==> src/sipp_defs.svh <==
// Offsets, field positions, reset values and encodings of the strobed input port pair.
`ifndef SIPP_DEFS_SVH
`define SIPP_DEFS_SVH
`define SIPP_OFF_DATA_A   2'h0
`define SIPP_OFF_DATA_B   2'h1
`define SIPP_OFF_THIRD    2'h2
`define SIPP_OFF_MODE     2'h3
`define SIPP_MODE_RST     8'h9b
`define SIPP_THIRD_RST    8'h00
`define SIPP_DATA_RST     8'h00
`define SIPP_BIT_MODEDEF  7
`define SIPP_BIT_A_UPIN   3
`define SIPP_BIT_A_IN     4
`define SIPP_BIT_B_MODE   2
`define SIPP_BIT_B_IN     1
`define SIPP_A_MODE1      2'h1
`define SIPP_ST_A_FULL    5
`define SIPP_ST_A_IEN     4
`define SIPP_ST_A_IRQ     3
`define SIPP_ST_B_IEN     2
`define SIPP_ST_B_FULL    1
`define SIPP_ST_B_IRQ     0
`define SIPP_BUF_DEPTH    2
`endif

==> src/sipp_pkg.sv <==
// Types shared by the strobed input port pair.
`default_nettype none
package sipp_pkg;
    typedef logic [7:0] sipp_byte_t;
    typedef struct packed {
        logic       wr;
        logic       rd;
        logic [1:0] addr;
        sipp_byte_t data;
    } sipp_req_s;
    typedef struct packed {
        logic       strobe_n;
        sipp_byte_t pins;
    } sipp_link_s;
endpackage : sipp_pkg
`default_nettype wire

==> src/sipp_top.sv <==
// Strobed input port pair with its two-entry capture buffers.
`timescale 1ns/1ps
`default_nettype none
`include "sipp_defs.svh"

// ==========================================
// Two-entry capture buffer
module sipp_fifo #(
    parameter int W = 8,
    parameter int D = `SIPP_BUF_DEPTH
) (
    input  wire logic         sys_clk,
    input  wire logic         srst,
    input  wire logic         ce,
    input  wire logic         flush,
    input  wire logic         in_valid,
    input  wire logic [W-1:0] in_data,
    output logic              in_ready,
    output logic              out_valid,
    output logic [W-1:0]      out_data,
    input  wire logic         out_ready
);
    localparam int PW = (D > 1) ? $clog2(D) : 1;
    localparam int CW = $clog2(D + 1);
    logic [W-1:0]  mem_r [D];
    logic [PW-1:0] wp_r;
    logic [PW-1:0] rp_r;
    logic [CW-1:0] cnt_r;
    logic          push;
    logic          pop;

    assign in_ready  = (cnt_r != CW'(D));
    assign out_valid = (cnt_r != '0);
    assign out_data  = mem_r[rp_r];
    assign push      = in_valid && in_ready;
    assign pop       = out_valid && out_ready;

    always_ff @(posedge sys_clk)
    begin
        if (srst || (ce && flush))
        begin
            wp_r <= '0;
            rp_r <= '0;
            cnt_r <= '0;
        end
        else if (ce)
        begin
            if (push)
            begin
                wp_r <= (wp_r == PW'(D - 1)) ? '0 : wp_r + 1'b1;
            end
            if (pop)
            begin
                rp_r <= (rp_r == PW'(D - 1)) ? '0 : rp_r + 1'b1;
            end
            cnt_r <= cnt_r + CW'(push) - CW'(pop);
        end
    end

    always_ff @(posedge sys_clk)
    begin
        if (ce && push)
        begin
            mem_r[wp_r] <= in_data;
        end
    end
endmodule : sipp_fifo

// ==========================================
// Port pair top
module sipp_top (
    input  wire logic                sys_clk,
    input  wire logic                srst,
    input  wire logic                ce,
    input  wire sipp_pkg::sipp_req_s req,
    output logic [7:0]               rd_data_r,
    input  wire sipp_pkg::sipp_link_s link_a,
    input  wire sipp_pkg::sipp_link_s link_b,
    output logic                     group_a_input_full_r,
    output logic                     group_b_input_full_r,
    output logic                     group_a_irq_request_r,
    output logic                     group_b_irq_request_r,
    output logic                     group_a_space_r,
    output logic                     group_b_space_r,
    input  wire logic [1:0]          third_port_hi_i,
    output logic [1:0]               third_port_hi_o_r,
    output logic                     third_port_hi_oe_r
);
    import sipp_pkg::*;

    sipp_byte_t mode_r;
    sipp_byte_t third_r;
    logic       strb_a_r;
    logic       strb_b_r;
    logic       a_strb;
    logic       b_strb;
    logic       mode_wr;
    logic       bsr_wr;
    logic       fall_a;
    logic       fall_b;
    logic       ibf_a;
    logic       ibf_b;
    logic       rdy_a;
    logic       rdy_b;
    logic       pop_a;
    logic       pop_b;
    logic       inte_a;
    logic       inte_b;
    sipp_byte_t head_a;
    sipp_byte_t head_b;
    sipp_byte_t status;
    sipp_byte_t sel_mask;

    // ==========================================
    // Mode decode
    assign a_strb = (mode_r[6:5] == `SIPP_A_MODE1) && mode_r[`SIPP_BIT_A_IN];
    assign b_strb = mode_r[`SIPP_BIT_B_MODE] && mode_r[`SIPP_BIT_B_IN];
    assign mode_wr = req.wr && (req.addr == `SIPP_OFF_MODE)
                     && req.data[`SIPP_BIT_MODEDEF];
    assign bsr_wr = req.wr && (req.addr == `SIPP_OFF_MODE)
                    && !req.data[`SIPP_BIT_MODEDEF];
    assign sel_mask = 8'h01 << req.data[3:1];
    assign inte_a = third_r[`SIPP_ST_A_IEN];
    assign inte_b = third_r[`SIPP_ST_B_IEN];

    always_ff @(posedge sys_clk)
    begin
        if (srst)
        begin
            mode_r <= `SIPP_MODE_RST;
        end
        else if (ce && mode_wr)
        begin
            mode_r <= req.data;
        end
    end

    // Mode definition clears the set/reset latch, so both enables start off.
    always_ff @(posedge sys_clk)
    begin
        if (srst)
        begin
            third_r <= `SIPP_THIRD_RST;
        end
        else if (ce && mode_wr)
        begin
            third_r <= `SIPP_THIRD_RST;
        end
        else if (ce && bsr_wr)
        begin
            third_r <= req.data[0] ? (third_r | sel_mask)
                                   : (third_r & ~sel_mask);
        end
    end

    // ==========================================
    // Strobe edges and capture
    always_ff @(posedge sys_clk)
    begin
        if (srst)
        begin
            strb_a_r <= 1'b1;
            strb_b_r <= 1'b1;
        end
        else if (ce)
        begin
            strb_a_r <= link_a.strobe_n;
            strb_b_r <= link_b.strobe_n;
        end
    end

    assign fall_a = a_strb && strb_a_r && !link_a.strobe_n;
    assign fall_b = b_strb && strb_b_r && !link_b.strobe_n;
    assign pop_a = req.rd && (req.addr == `SIPP_OFF_DATA_A) && a_strb;
    assign pop_b = req.rd && (req.addr == `SIPP_OFF_DATA_B) && b_strb;

    sipp_fifo #(.W(8), .D(`SIPP_BUF_DEPTH)) u_buf_a (
        .sys_clk   (sys_clk),
        .srst      (srst),
        .ce        (ce),
        .flush     (mode_wr),
        .in_valid  (fall_a),
        .in_data   (link_a.pins),
        .in_ready  (rdy_a),
        .out_valid (ibf_a),
        .out_data  (head_a),
        .out_ready (pop_a)
    );

    sipp_fifo #(.W(8), .D(`SIPP_BUF_DEPTH)) u_buf_b (
        .sys_clk   (sys_clk),
        .srst      (srst),
        .ce        (ce),
        .flush     (mode_wr),
        .in_valid  (fall_b),
        .in_data   (link_b.pins),
        .in_ready  (rdy_b),
        .out_valid (ibf_b),
        .out_data  (head_b),
        .out_ready (pop_b)
    );

    // ==========================================
    // Status byte and register reads
    always_comb
    begin
        status = third_r;
        if (mode_r[`SIPP_BIT_A_UPIN])
        begin
            status[7:6] = third_port_hi_i;
        end
        if (a_strb)
        begin
            status[`SIPP_ST_A_FULL] = ibf_a;
            status[`SIPP_ST_A_IEN]  = inte_a;
            status[`SIPP_ST_A_IRQ]  = inte_a && ibf_a;
        end
        if (b_strb)
        begin
            status[`SIPP_ST_B_IEN]  = inte_b;
            status[`SIPP_ST_B_FULL] = ibf_b;
            status[`SIPP_ST_B_IRQ]  = inte_b && ibf_b;
        end
    end

    always_ff @(posedge sys_clk)
    begin
        if (srst)
        begin
            rd_data_r <= `SIPP_DATA_RST;
        end
        else if (ce && req.rd)
        begin
            case (req.addr)
                `SIPP_OFF_DATA_A: rd_data_r <= head_a;
                `SIPP_OFF_DATA_B: rd_data_r <= head_b;
                `SIPP_OFF_THIRD:  rd_data_r <= status;
                `SIPP_OFF_MODE:   rd_data_r <= mode_r;
                default:          rd_data_r <= `SIPP_DATA_RST;
            endcase
        end
    end

    // ==========================================
    // Handshake and spare pins
    always_ff @(posedge sys_clk)
    begin
        if (srst)
        begin
            group_a_input_full_r  <= 1'b0;
            group_b_input_full_r  <= 1'b0;
            group_a_irq_request_r <= 1'b0;
            group_b_irq_request_r <= 1'b0;
            group_a_space_r       <= 1'b0;
            group_b_space_r       <= 1'b0;
        end
        else if (ce)
        begin
            group_a_input_full_r  <= a_strb && ibf_a;
            group_b_input_full_r  <= b_strb && ibf_b;
            group_a_irq_request_r <= a_strb && inte_a && ibf_a;
            group_b_irq_request_r <= b_strb && inte_b && ibf_b;
            group_a_space_r       <= a_strb && rdy_a;
            group_b_space_r       <= b_strb && rdy_b;
        end
    end

    always_ff @(posedge sys_clk)
    begin
        if (srst)
        begin
            third_port_hi_o_r  <= 2'h0;
            third_port_hi_oe_r <= 1'b0;
        end
        else if (ce)
        begin
            third_port_hi_o_r  <= third_r[7:6];
            third_port_hi_oe_r <= !mode_r[`SIPP_BIT_A_UPIN];
        end
    end

    // ==========================================
    // Assertions
    property p_irq_a;
        @(posedge sys_clk) disable iff (srst)
        ce |=> group_a_irq_request_r == $past(a_strb && inte_a && ibf_a);
    endproperty
    a_irq_a: assert property (p_irq_a) else $error("group A request wrong");

    property p_full_a;
        @(posedge sys_clk) disable iff (srst)
        (ce && fall_a && rdy_a && !mode_wr) |=> ibf_a ##1 (!ce || group_a_input_full_r);
    endproperty
    a_full_a: assert property (p_full_a) else $error("group A capture lost");

    property p_full_b;
        @(posedge sys_clk) disable iff (srst)
        (ce && fall_b && rdy_b && !mode_wr) |=> ibf_b;
    endproperty
    a_full_b: assert property (p_full_b) else $error("group B capture lost");

    property p_pop_a;
        @(posedge sys_clk) disable iff (srst)
        (ce && pop_a && ibf_a && rdy_a && !fall_a) |=> !ibf_a;
    endproperty
    a_pop_a: assert property (p_pop_a) else $error("group A read kept full");

    property p_stat;
        @(posedge sys_clk) disable iff (srst)
        (ce && req.rd && req.addr == `SIPP_OFF_THIRD && a_strb && b_strb)
        |=> rd_data_r[5:0] == {$past(ibf_a), $past(inte_a), $past(inte_a && ibf_a),
                               $past(inte_b), $past(ibf_b), $past(inte_b && ibf_b)};
    endproperty
    a_stat: assert property (p_stat) else $error("status byte wrong");

    property p_no_strobe;
        @(posedge sys_clk) disable iff (srst)
        (ce && req.rd && req.addr == `SIPP_OFF_THIRD && b_strb && !link_b.strobe_n)
        |=> rd_data_r[0] == $past(inte_b && ibf_b);
    endproperty
    a_no_strobe: assert property (p_no_strobe) else $error("strobe in status");

    property p_bsr;
        @(posedge sys_clk) disable iff (srst)
        (ce && bsr_wr) |=> third_r[$past(req.data[3:1])] == $past(req.data[0])
            && ((third_r ^ $past(third_r)) & ~$past(sel_mask)) == 8'h00;
    endproperty
    a_bsr: assert property (p_bsr) else $error("set/reset disturbed a bit");

    property p_mode;
        @(posedge sys_clk) disable iff (srst)
        (ce && mode_wr) |=> mode_r == $past(req.data) && third_r == 8'h00 && !ibf_a;
    endproperty
    a_mode: assert property (p_mode) else $error("mode word not taken");

    property p_rd_mode;
        @(posedge sys_clk) disable iff (srst)
        (ce && req.rd && req.addr == `SIPP_OFF_MODE) |=> rd_data_r == $past(mode_r);
    endproperty
    a_rd_mode: assert property (p_rd_mode) else $error("mode read wrong");

    property p_spare;
        @(posedge sys_clk) disable iff (srst)
        (ce && a_strb && !mode_r[`SIPP_BIT_A_UPIN]) |=> third_port_hi_oe_r
            && third_port_hi_o_r == $past(third_r[7:6]);
    endproperty
    a_spare: assert property (p_spare) else $error("spare lines not driven");

    c_cap_a: cover property (@(posedge sys_clk) disable iff (srst) ce && fall_a && rdy_a);
    c_full_a: cover property (@(posedge sys_clk) disable iff (srst) a_strb && !rdy_a);
    c_pop_a: cover property (@(posedge sys_clk) disable iff (srst) ce && pop_a && ibf_a);
    c_irq_b: cover property (@(posedge sys_clk) disable iff (srst) group_b_irq_request_r);
endmodule : sipp_top
`default_nettype wire

==> config.mk <==
export PLATFORM = sky130hd
export DESIGN_NAME = sipp_top
export DESIGN_NICKNAME = d
export VERILOG_FILES = /design/src/sipp_pkg.sv /design/src/sipp_top.sv
export VERILOG_INCLUDE_DIRS = /design/src
export SDC_FILE = /design/constraint.sdc
export NUM_CORES = 1
export LEC_CHECK = 0
export BUFFER_PORTS_ARGS = -buffer_cell sky130_fd_sc_hd__buf_2
export CAP_MARGIN = 20
export CORE_MARGIN = 1.5
export CORE_UTILIZATION = 56
export CTS_CLUSTER_SIZE = 16
export DETAILED_ROUTE_END_ITERATION = 8
export PLACE_DENSITY = 0.79
export SETUP_SLACK_MARGIN = 0.5
export SYNTH_ARGS = -nofsm -noshare
export SYNTH_HDL_FRONTEND = slang
export SYNTH_SLANG_ARGS = --single-unit
export TNS_END_PERCENT = 5
==> constraint.sdc <==
create_clock -name sys_clk -period 2.43 [get_ports sys_clk]
set_input_delay 0.486 -clock sys_clk [delete_from_list [all_inputs] [get_ports sys_clk]]
set_output_delay 0.486 -clock sys_clk [all_outputs]
set_load 0.005 [all_outputs]
==> results of run 1 <==
cells in the final DEF, fill, tap and decap left out, types with 6 or more instances in the layout:
cell type   n
inv_1      10
edfxtp_1   32
buf_4       9
nand2_1    16
buf_2      51
dfxtp_1    43
clkbuf_8    9
mux2i_1    24
and3_1      6
o21ai_0     6
a21oi_1    11
nor2b_1     8
nor3_1      6
nand3_1     7
a211o_1     7
nor2_1     37
worst register-to-register path: stages (launching register included):
cell and delay [ns]:
dfxtp_1 0.34, nand3b_4 0.21, nor4_2 0.27, ha_1 0.26, inv_1 0.06, ha_1 0.15
xor2_1 0.16, nand2_1 0.09, xor2_1 0.17, nor2_1 0.05
layout make-up:
class                      instances  area share
clock buffer                      11      0.0337
multi-input combinational        192       0.347
inverter                          10     0.00962
timing repair buffer              60      0.0828
sequential                        77       0.478
tap                               72      0.0231
clock inverter                     5      0.0260
worst min path at each step:
stage	slack, ns	end	depth (start not counted)
detailed placement	0.42	mode_r[7]	2
global route	0.32	u_buf_b.mem_r[1][7]	1
floorplan	0.40	mode_r[7]	2
finish	0.32	u_buf_a.mem_r[1][7]	1
global placement	0.41	mode_r[7]	2
CTS	0.31	u_buf_a.mem_r[1][7]	1
logic make-up (layout without fill, tap and decap cells):
group,after synthesis,after routing,synth area share
compound gates,36,36,0.0723
xor+xnor,8,8,0.0210
fa+ha+maj,4,4,0.0150
buf+inv,27,86,0.0434
flops,77,77,0.557
mux,35,35,0.120
simple gates,109,109,0.171
through the flow:
step / worst slack (ns) / utilization
after floorplan: 0.495 / -
after global placement: 0.294 / 0.646
after detailed placement: 0.197 / 0.646
after CTS: 0.550 / 0.690
after global routing: 0.434 / 0.691
final: 0.558 / 0.691
metal layers:
metal  routed length [microns]  share of wire
met1                      2930           0.43
met5                         0              0
met2                      3320           0.49
met3                       412          0.060
met4                       174          0.025
report_power, final:
group	internal, mW	switching [mW]	total [mW]
sequential	1.36	0.00862	1.37
combinational	0.0646	0.0856	0.150
clock	0.680	0.445	1.12
timing repair:
item	CTS	global route
resized for setup	3	2
endpoints found under the setup margin	1	10
pin swaps	0	0
setup buffers	1	0
==> flow_summary.rst, run 1 <==
.. list-table::
   :header-rows: 1

   * - Metric
     - Value
   * - Number of buffers on the longest clock path
     - 2
   * - Core Box Area
     - 0.00564 sq mm
   * - Maximum clock rate
     - 534 MHz
   * - Proportion of register bits with asynchronous set or reset after synthesis
     - 0
   * - Port Buf Inserts
     - 51
   * - Share of post-route cells with drive strength above 1
     - 0.254
   * - Most utilized layer in the global route result
     - met2
   * - Post-detailed-route DRC marker count
     - 0
   * - Measured slew at the worst slew-check pin
     - 0.415 ns
   * - GPL Wtd Cong
     - 0.821
   * - Main synth FF type
     - dfxtp_1
   * - CP top delay family
     - simple AND/OR/NAND/NOR gates
   * - Clock slew seen by the registers of the worst setup and hold paths
     - 0.08 ns
   * - Vias per Instance
     - 5.71
   * - Initial Utilization
     - 0.592
   * - Post-synth cell types
     - 46
   * - Hpwl dp
     - 4.76 mm
   * - Total area of multi-input combinational cells
     - 0.00135 sq mm
   * - Data required time at the worst endpoint
     - 2.67 ns
   * - Summed area of non-filler cells in the final layout
     - 0.00390 sq mm
   * - Sort of element at the end of the critical path
     - register
   * - Worst path bufs/invs
     - 1
   * - Number of antenna violations at the first check in global routing
     - 0
   * - Delay of the slowest cell on the worst path
     - 0.34 ns
   * - Critical path capture point
     - u_buf_a.cnt_r[1]
   * - Final clock skew
     - 0.00527 ns
   * - Number of DRC violations after detailed-routing iteration 0
     - 246
   * - Hold Worst Slack
     - 0.320 ns
   * - Filler instances
     - 423
   * - Shortest clock period the worst path allows after layout
     - 1.87 ns
   * - Most frequent cells after synthesis
     - dfxtp_1 (45), nor2_1 (38), edfxtp_1 (32)
   * - Net Count, Synth
     - 335
   * - Power, Total
     - 2.64 mW
   * - Series of cell instances along the critical path
     - nand3b_4, nor4_2, ha_1, inv_1, ha_1, xor2_1, nand2_1, xor2_1, nor2_1
   * - RSZ-0062 raised after global routing
     - yes
   * - Clock Sink Count
     - 77
   * - Count of vias placed by the detailed router
     - 2439
   * - Worst-path cell with the longest stage delay
     - dfxtp_1
   * - Area used by sequential logic in the layout
     - 0.00186 sq mm
   * - Warning count from the yosys run
     - 0
   * - Most frequently used cell type in the post-synthesis netlist
     - dfxtp_1
   * - Layout overhead on the synthesized area
     - 16.7%
   * - CTS H-Tree Depth
     - 3
   * - Met1 usage
     - 0.288
   * - Buffer type at the clock tree root
     - clkbuf_8
   * - Die Span Y
     - 80.3 microns
   * - Register-to-register path setup slack
     - 0.56 ns
   * - Total global-route track usage
     - 0.229
   * - Number of gates on the worst path with buffers counted
     - 9
   * - Aggregate routed wire length
     - 6.84 mm
   * - Wire length of the first global-routing pass
     - 10.7 mm
   * - Routed WL per cell
     - 16.0 microns
   * - R2r endpoint
     - u_buf_a.cnt_r[1]
   * - Synthesized instance count
     - 296
   * - Peak supply drop
     - 0.000466 V
   * - Cell accounting for the most synthesized area
     - edfxtp_1
   * - Seq/Total Area, Yosys
     - 0.557
   * - Met3 routing resource usage after global routing
     - 0.0420
   * - Total global routing overflow
     - 0
   * - Slew headroom
     - 0.723
   * - Cell types occupying the most area after synthesis
     - edfxtp_1 (29%), dfxtp_1 (27%), mux2i_1 (7.2%)
   * - Number of synthesized register bits
     - 77
   * - TritonCTS clock tree
     - built
   * - Launching element type of the critical path
     - register
   * - Antenna violation net count after detailed routing
     - 0
   * - Post-Place Cells
     - 410
   * - Final Max Tran Viols
     - 0
   * - I/O pin cnt
     - 52
   * - Worst-Skew Late Latency
     - 0.35 ns
   * - Count of flip-flops with a built-in enable after synthesis
     - 32
   * - FP Rows
     - 27
   * - Outcome
     - completed
   * - Origin of the critical flop-to-flop path
     - mode_r[6]
   * - Total power density per cell area
     - 677 mW/mm^2
   * - Arr. time, crit path
     - 2.11 ns
   * - Start point of the worst min-delay path
     - link_a[7]
   * - Syn avg cell area
     - 11.3 sq um
   * - Die Footprint
     - 0.00644 sq mm
   * - Final setup vio count
     - 0
   * - Max Fanout on Critical Path
     - 4
   * - Synth top area share
     - 0.288
   * - Final period util
     - 0.770
   * - Number of global-route vias before repair
     - 2309
   * - Worst Reg-to-Reg Cells
     - 9
   * - Detailed-routing iteration count for the pre-antenna-repair pass
     - 7
   * - Setup Total Neg Slack
     - 0 ns
   * - Cell Area, Synth
     - 0.00334 sq mm
   * - Final-report hold violation count
     - 0
   * - Antenna cell count
     - 0
   * - Class of the worst hold path
     - in -> reg
   * - Leak
     - 1.61 nW
   * - Pin count of the biggest net entering global routing
     - 28
   * - Post-CTS Hold Fix Bufs
     - 0
   * - Met2 Use GR
     - 0.372
   * - Finished Layout Cells
     - 427
   * - Layout net count
     - 389
   * - # Max-Cap Violations
     - 0
   * - Number of CTS-inserted buffers
     - 9
   * - Die width
     - 80.3 microns
   * - Launch point of the worst path
     - mode_r[6]
   * - Worst Setup Path Type
     - reg -> reg
   * - Placed Instance Area
     - 0.00365 sq mm
Power figures use the tool's default switching activity.
==> run 2, diff against run 1 <==
==> constraint.sdc (replaced) <==
create_clock -name sys_clk -period 1.9 [get_ports sys_clk]
set_input_delay 0.38 -clock sys_clk [delete_from_list [all_inputs] [get_ports sys_clk]]
set_output_delay 0.38 -clock sys_clk [all_outputs]
set_load 0.005 [all_outputs]
==> flow_summary.rst, run 2 (synthesis results as in run 1) <==
.. list-table::
   :header-rows: 1

   * - Metric
     - Value
   * - Outcome
     - completed
   * - Combinational fraction of design power
     - 0.064
   * - TritonCTS clock tree
     - built
   * - RSZ-0062 raised after global routing
     - yes
   * - Total power density per cell area
     - 786 mW/mm^2
   * - Port Buf Inserts
     - 51
   * - Number of CTS-inserted buffers
     - 9
   * - Hold Worst Slack
     - 0.218 ns
   * - Antenna cell count
     - 0
   * - GPL Wtd Cong
     - 0.856
   * - Vias per Instance
     - 5.56
   * - Slew headroom
     - 0.783
   * - Sw Share
     - 0.227
   * - Max Fanout on Critical Path
     - 2
   * - Final-report hold violation count
     - 0
   * - Final period util
     - 0.897
   * - Top library cells by usage in the layout, fill and taps aside
     - buf_2 (51), nor2_1 (38), dfxtp_1 (36)
   * - Buffer type at the clock tree root
     - clkbuf_8
   * - Die width
     - 80.3 microns
   * - Sort of element at the end of the critical path
     - register
   * - Placed Instance Area
     - 0.00374 sq mm
   * - Finished Layout Cells
     - 441
   * - Power, Total
     - 3.15 mW
   * - Post-CTS Hold Fix Bufs
     - 0
   * - Launching element type of the critical path
     - register
   * - Aggregate routed wire length
     - 6.91 mm
   * - Initial Utilization
     - 0.592
   * - Number of DRC violations after detailed-routing iteration 0
     - 176
   * - FP Rows
     - 27
   * - Core Box Area
     - 0.00564 sq mm
   * - Peak supply drop
     - 0.000592 V
   * - I/O pin cnt
     - 52
   * - Post-placement setup slack
     - -0.0159 ns
   * - Layout net count
     - 403
   * - Hpwl dp
     - 5.01 mm
   * - Number of antenna violations at the first check in global routing
     - 0
   * - Clock slew seen by the registers of the worst setup and hold paths
     - 0.08 ns
   * - Antenna violation net count after detailed routing
     - 0
   * - Final standard cell utilization of the core
     - 0.709
   * - Total global-route track usage
     - 0.236
   * - Clock network power share
     - 0.380
   * - Routed WL per cell
     - 15.7 microns
   * - Final Max Tran Viols
     - 0
   * - CTS H-Tree Depth
     - 3
   * - Worst Setup Path Type
     - reg -> reg
   * - Summed area of non-filler cells in the final layout
     - 0.00400 sq mm
   * - Maximum clock rate
     - 587 MHz
   * - Shortest clock period the worst path allows after layout
     - 1.70 ns
   * - Post-Place Cells
     - 422
   * - Worst setup slack after layout
     - 0.196 ns
   * - Total global routing overflow
     - 0
   * - Final clock skew
     - 0.00587 ns
   * - Count of vias placed by the detailed router
     - 2452
   * - Class of the worst hold path
     - in -> reg
   * - Final setup vio count
     - 0
   * - Measured slew at the worst slew-check pin
     - 0.322 ns
   * - Worst-Skew Late Latency
     - 0.35 ns
   * - Die Footprint
     - 0.00644 sq mm
   * - Post-detailed-route DRC marker count
     - 0
   * - Number of buffers on the longest clock path
     - 2
   * - Data required time at the worst endpoint
     - 2.14 ns
   * - Clock Sink Count
     - 77
   * - Internal Dissipation
     - 2.43 mW
   * - Layout overhead on the synthesized area
     - 19.7%
   * - Detailed-routing iteration count for the pre-antenna-repair pass
     - 4
   * - Wire length of the first global-routing pass
     - 11.1 mm
   * - Switch Pwr
     - 714 uW
   * - Part of the total power dissipated in sequential elements
     - 0.556
   * - Pin count of the biggest net entering global routing
     - 18
   * - Arr. time, crit path
     - 1.95 ns
   * - Die Span Y
     - 80.3 microns
   * - Setup Total Neg Slack
     - 0 ns
   * - Share of post-route cells with drive strength above 1
     - 0.309
   * - # Max-Cap Violations
     - 0
   * - Most common cell after layout, fill and taps aside
     - buf_2
   * - Number of global-route vias before repair
     - 2389
   * - Leak
     - 1.66 nW
[run 2: worst max-delay path: stages (launching register included)]
cell and delay (ns):
dfxtp_2 0.33, o211a_1 0.23, and3_4 0.16, ha_4 0.25
inv_2 0.03, ha_4 0.14, xor2_1 0.16, nand2_1 0.08
xor2_1 0.16, nor2_1 0.06
[run 2: final cells by class]
type / instances / area [sq um]
Sequential cell: 77 / 1870
Timing Repair Buffer: 74 / 428
Clock buffer: 10 / 128
Clock inverter: 6 / 63.8
Fill cell: 399 / 1640
Tap cell: 72 / 90.1
Multi-Input combinational cell: 192 / 1380
Inverter: 10 / 37.5
[run 2: final timing paths]
check                                       from             endpoint  slack, ns  cells after the start
worst min-delay path                   link_b[4]  u_buf_b.mem_r[0][4]       0.22                      1
worst max-delay path            u_buf_b.cnt_r[0]     u_buf_b.cnt_r[1]       0.20                      9
worst min register to register         mode_r[7]            mode_r[7]       0.45                      2
worst max register to register  u_buf_b.cnt_r[0]     u_buf_b.cnt_r[1]       0.20                      9
[run 2: per-layer routing]
| layer | part of all wire | routed length [microns] | global-route usage |
|---|---|---|---|
| met5 | 0 | 0 | 0 |
| met1 | 0.45 | 3080 | 0.300 |
| met4 | 0.022 | 150 | 0.124 |
| met2 | 0.47 | 3270 | 0.376 |
| met3 | 0.059 | 405 | 0.0500 |
[run 2: repair_timing]
action / 4_1_cts / 5_1_grt
setup endpoints to repair: 44 / 51
setup buffers: 3 / 0
resized for setup: 4 / 11
pin swaps: 6 / 6
[run 2: power by group through the flow]
stage | registers, mW | clock network, mW | logic [mW]
final | 1.75 | 1.20 | 0.202
after global routing | 1.75 | 1.28 | 0.222
after CTS | 1.75 | 1.22 | 0.200
after detailed placement | 1.79 | 0 | 0.199
after global placement | 1.79 | 0 | 0.195
after floorplan | 1.79 | 0 | 0.109
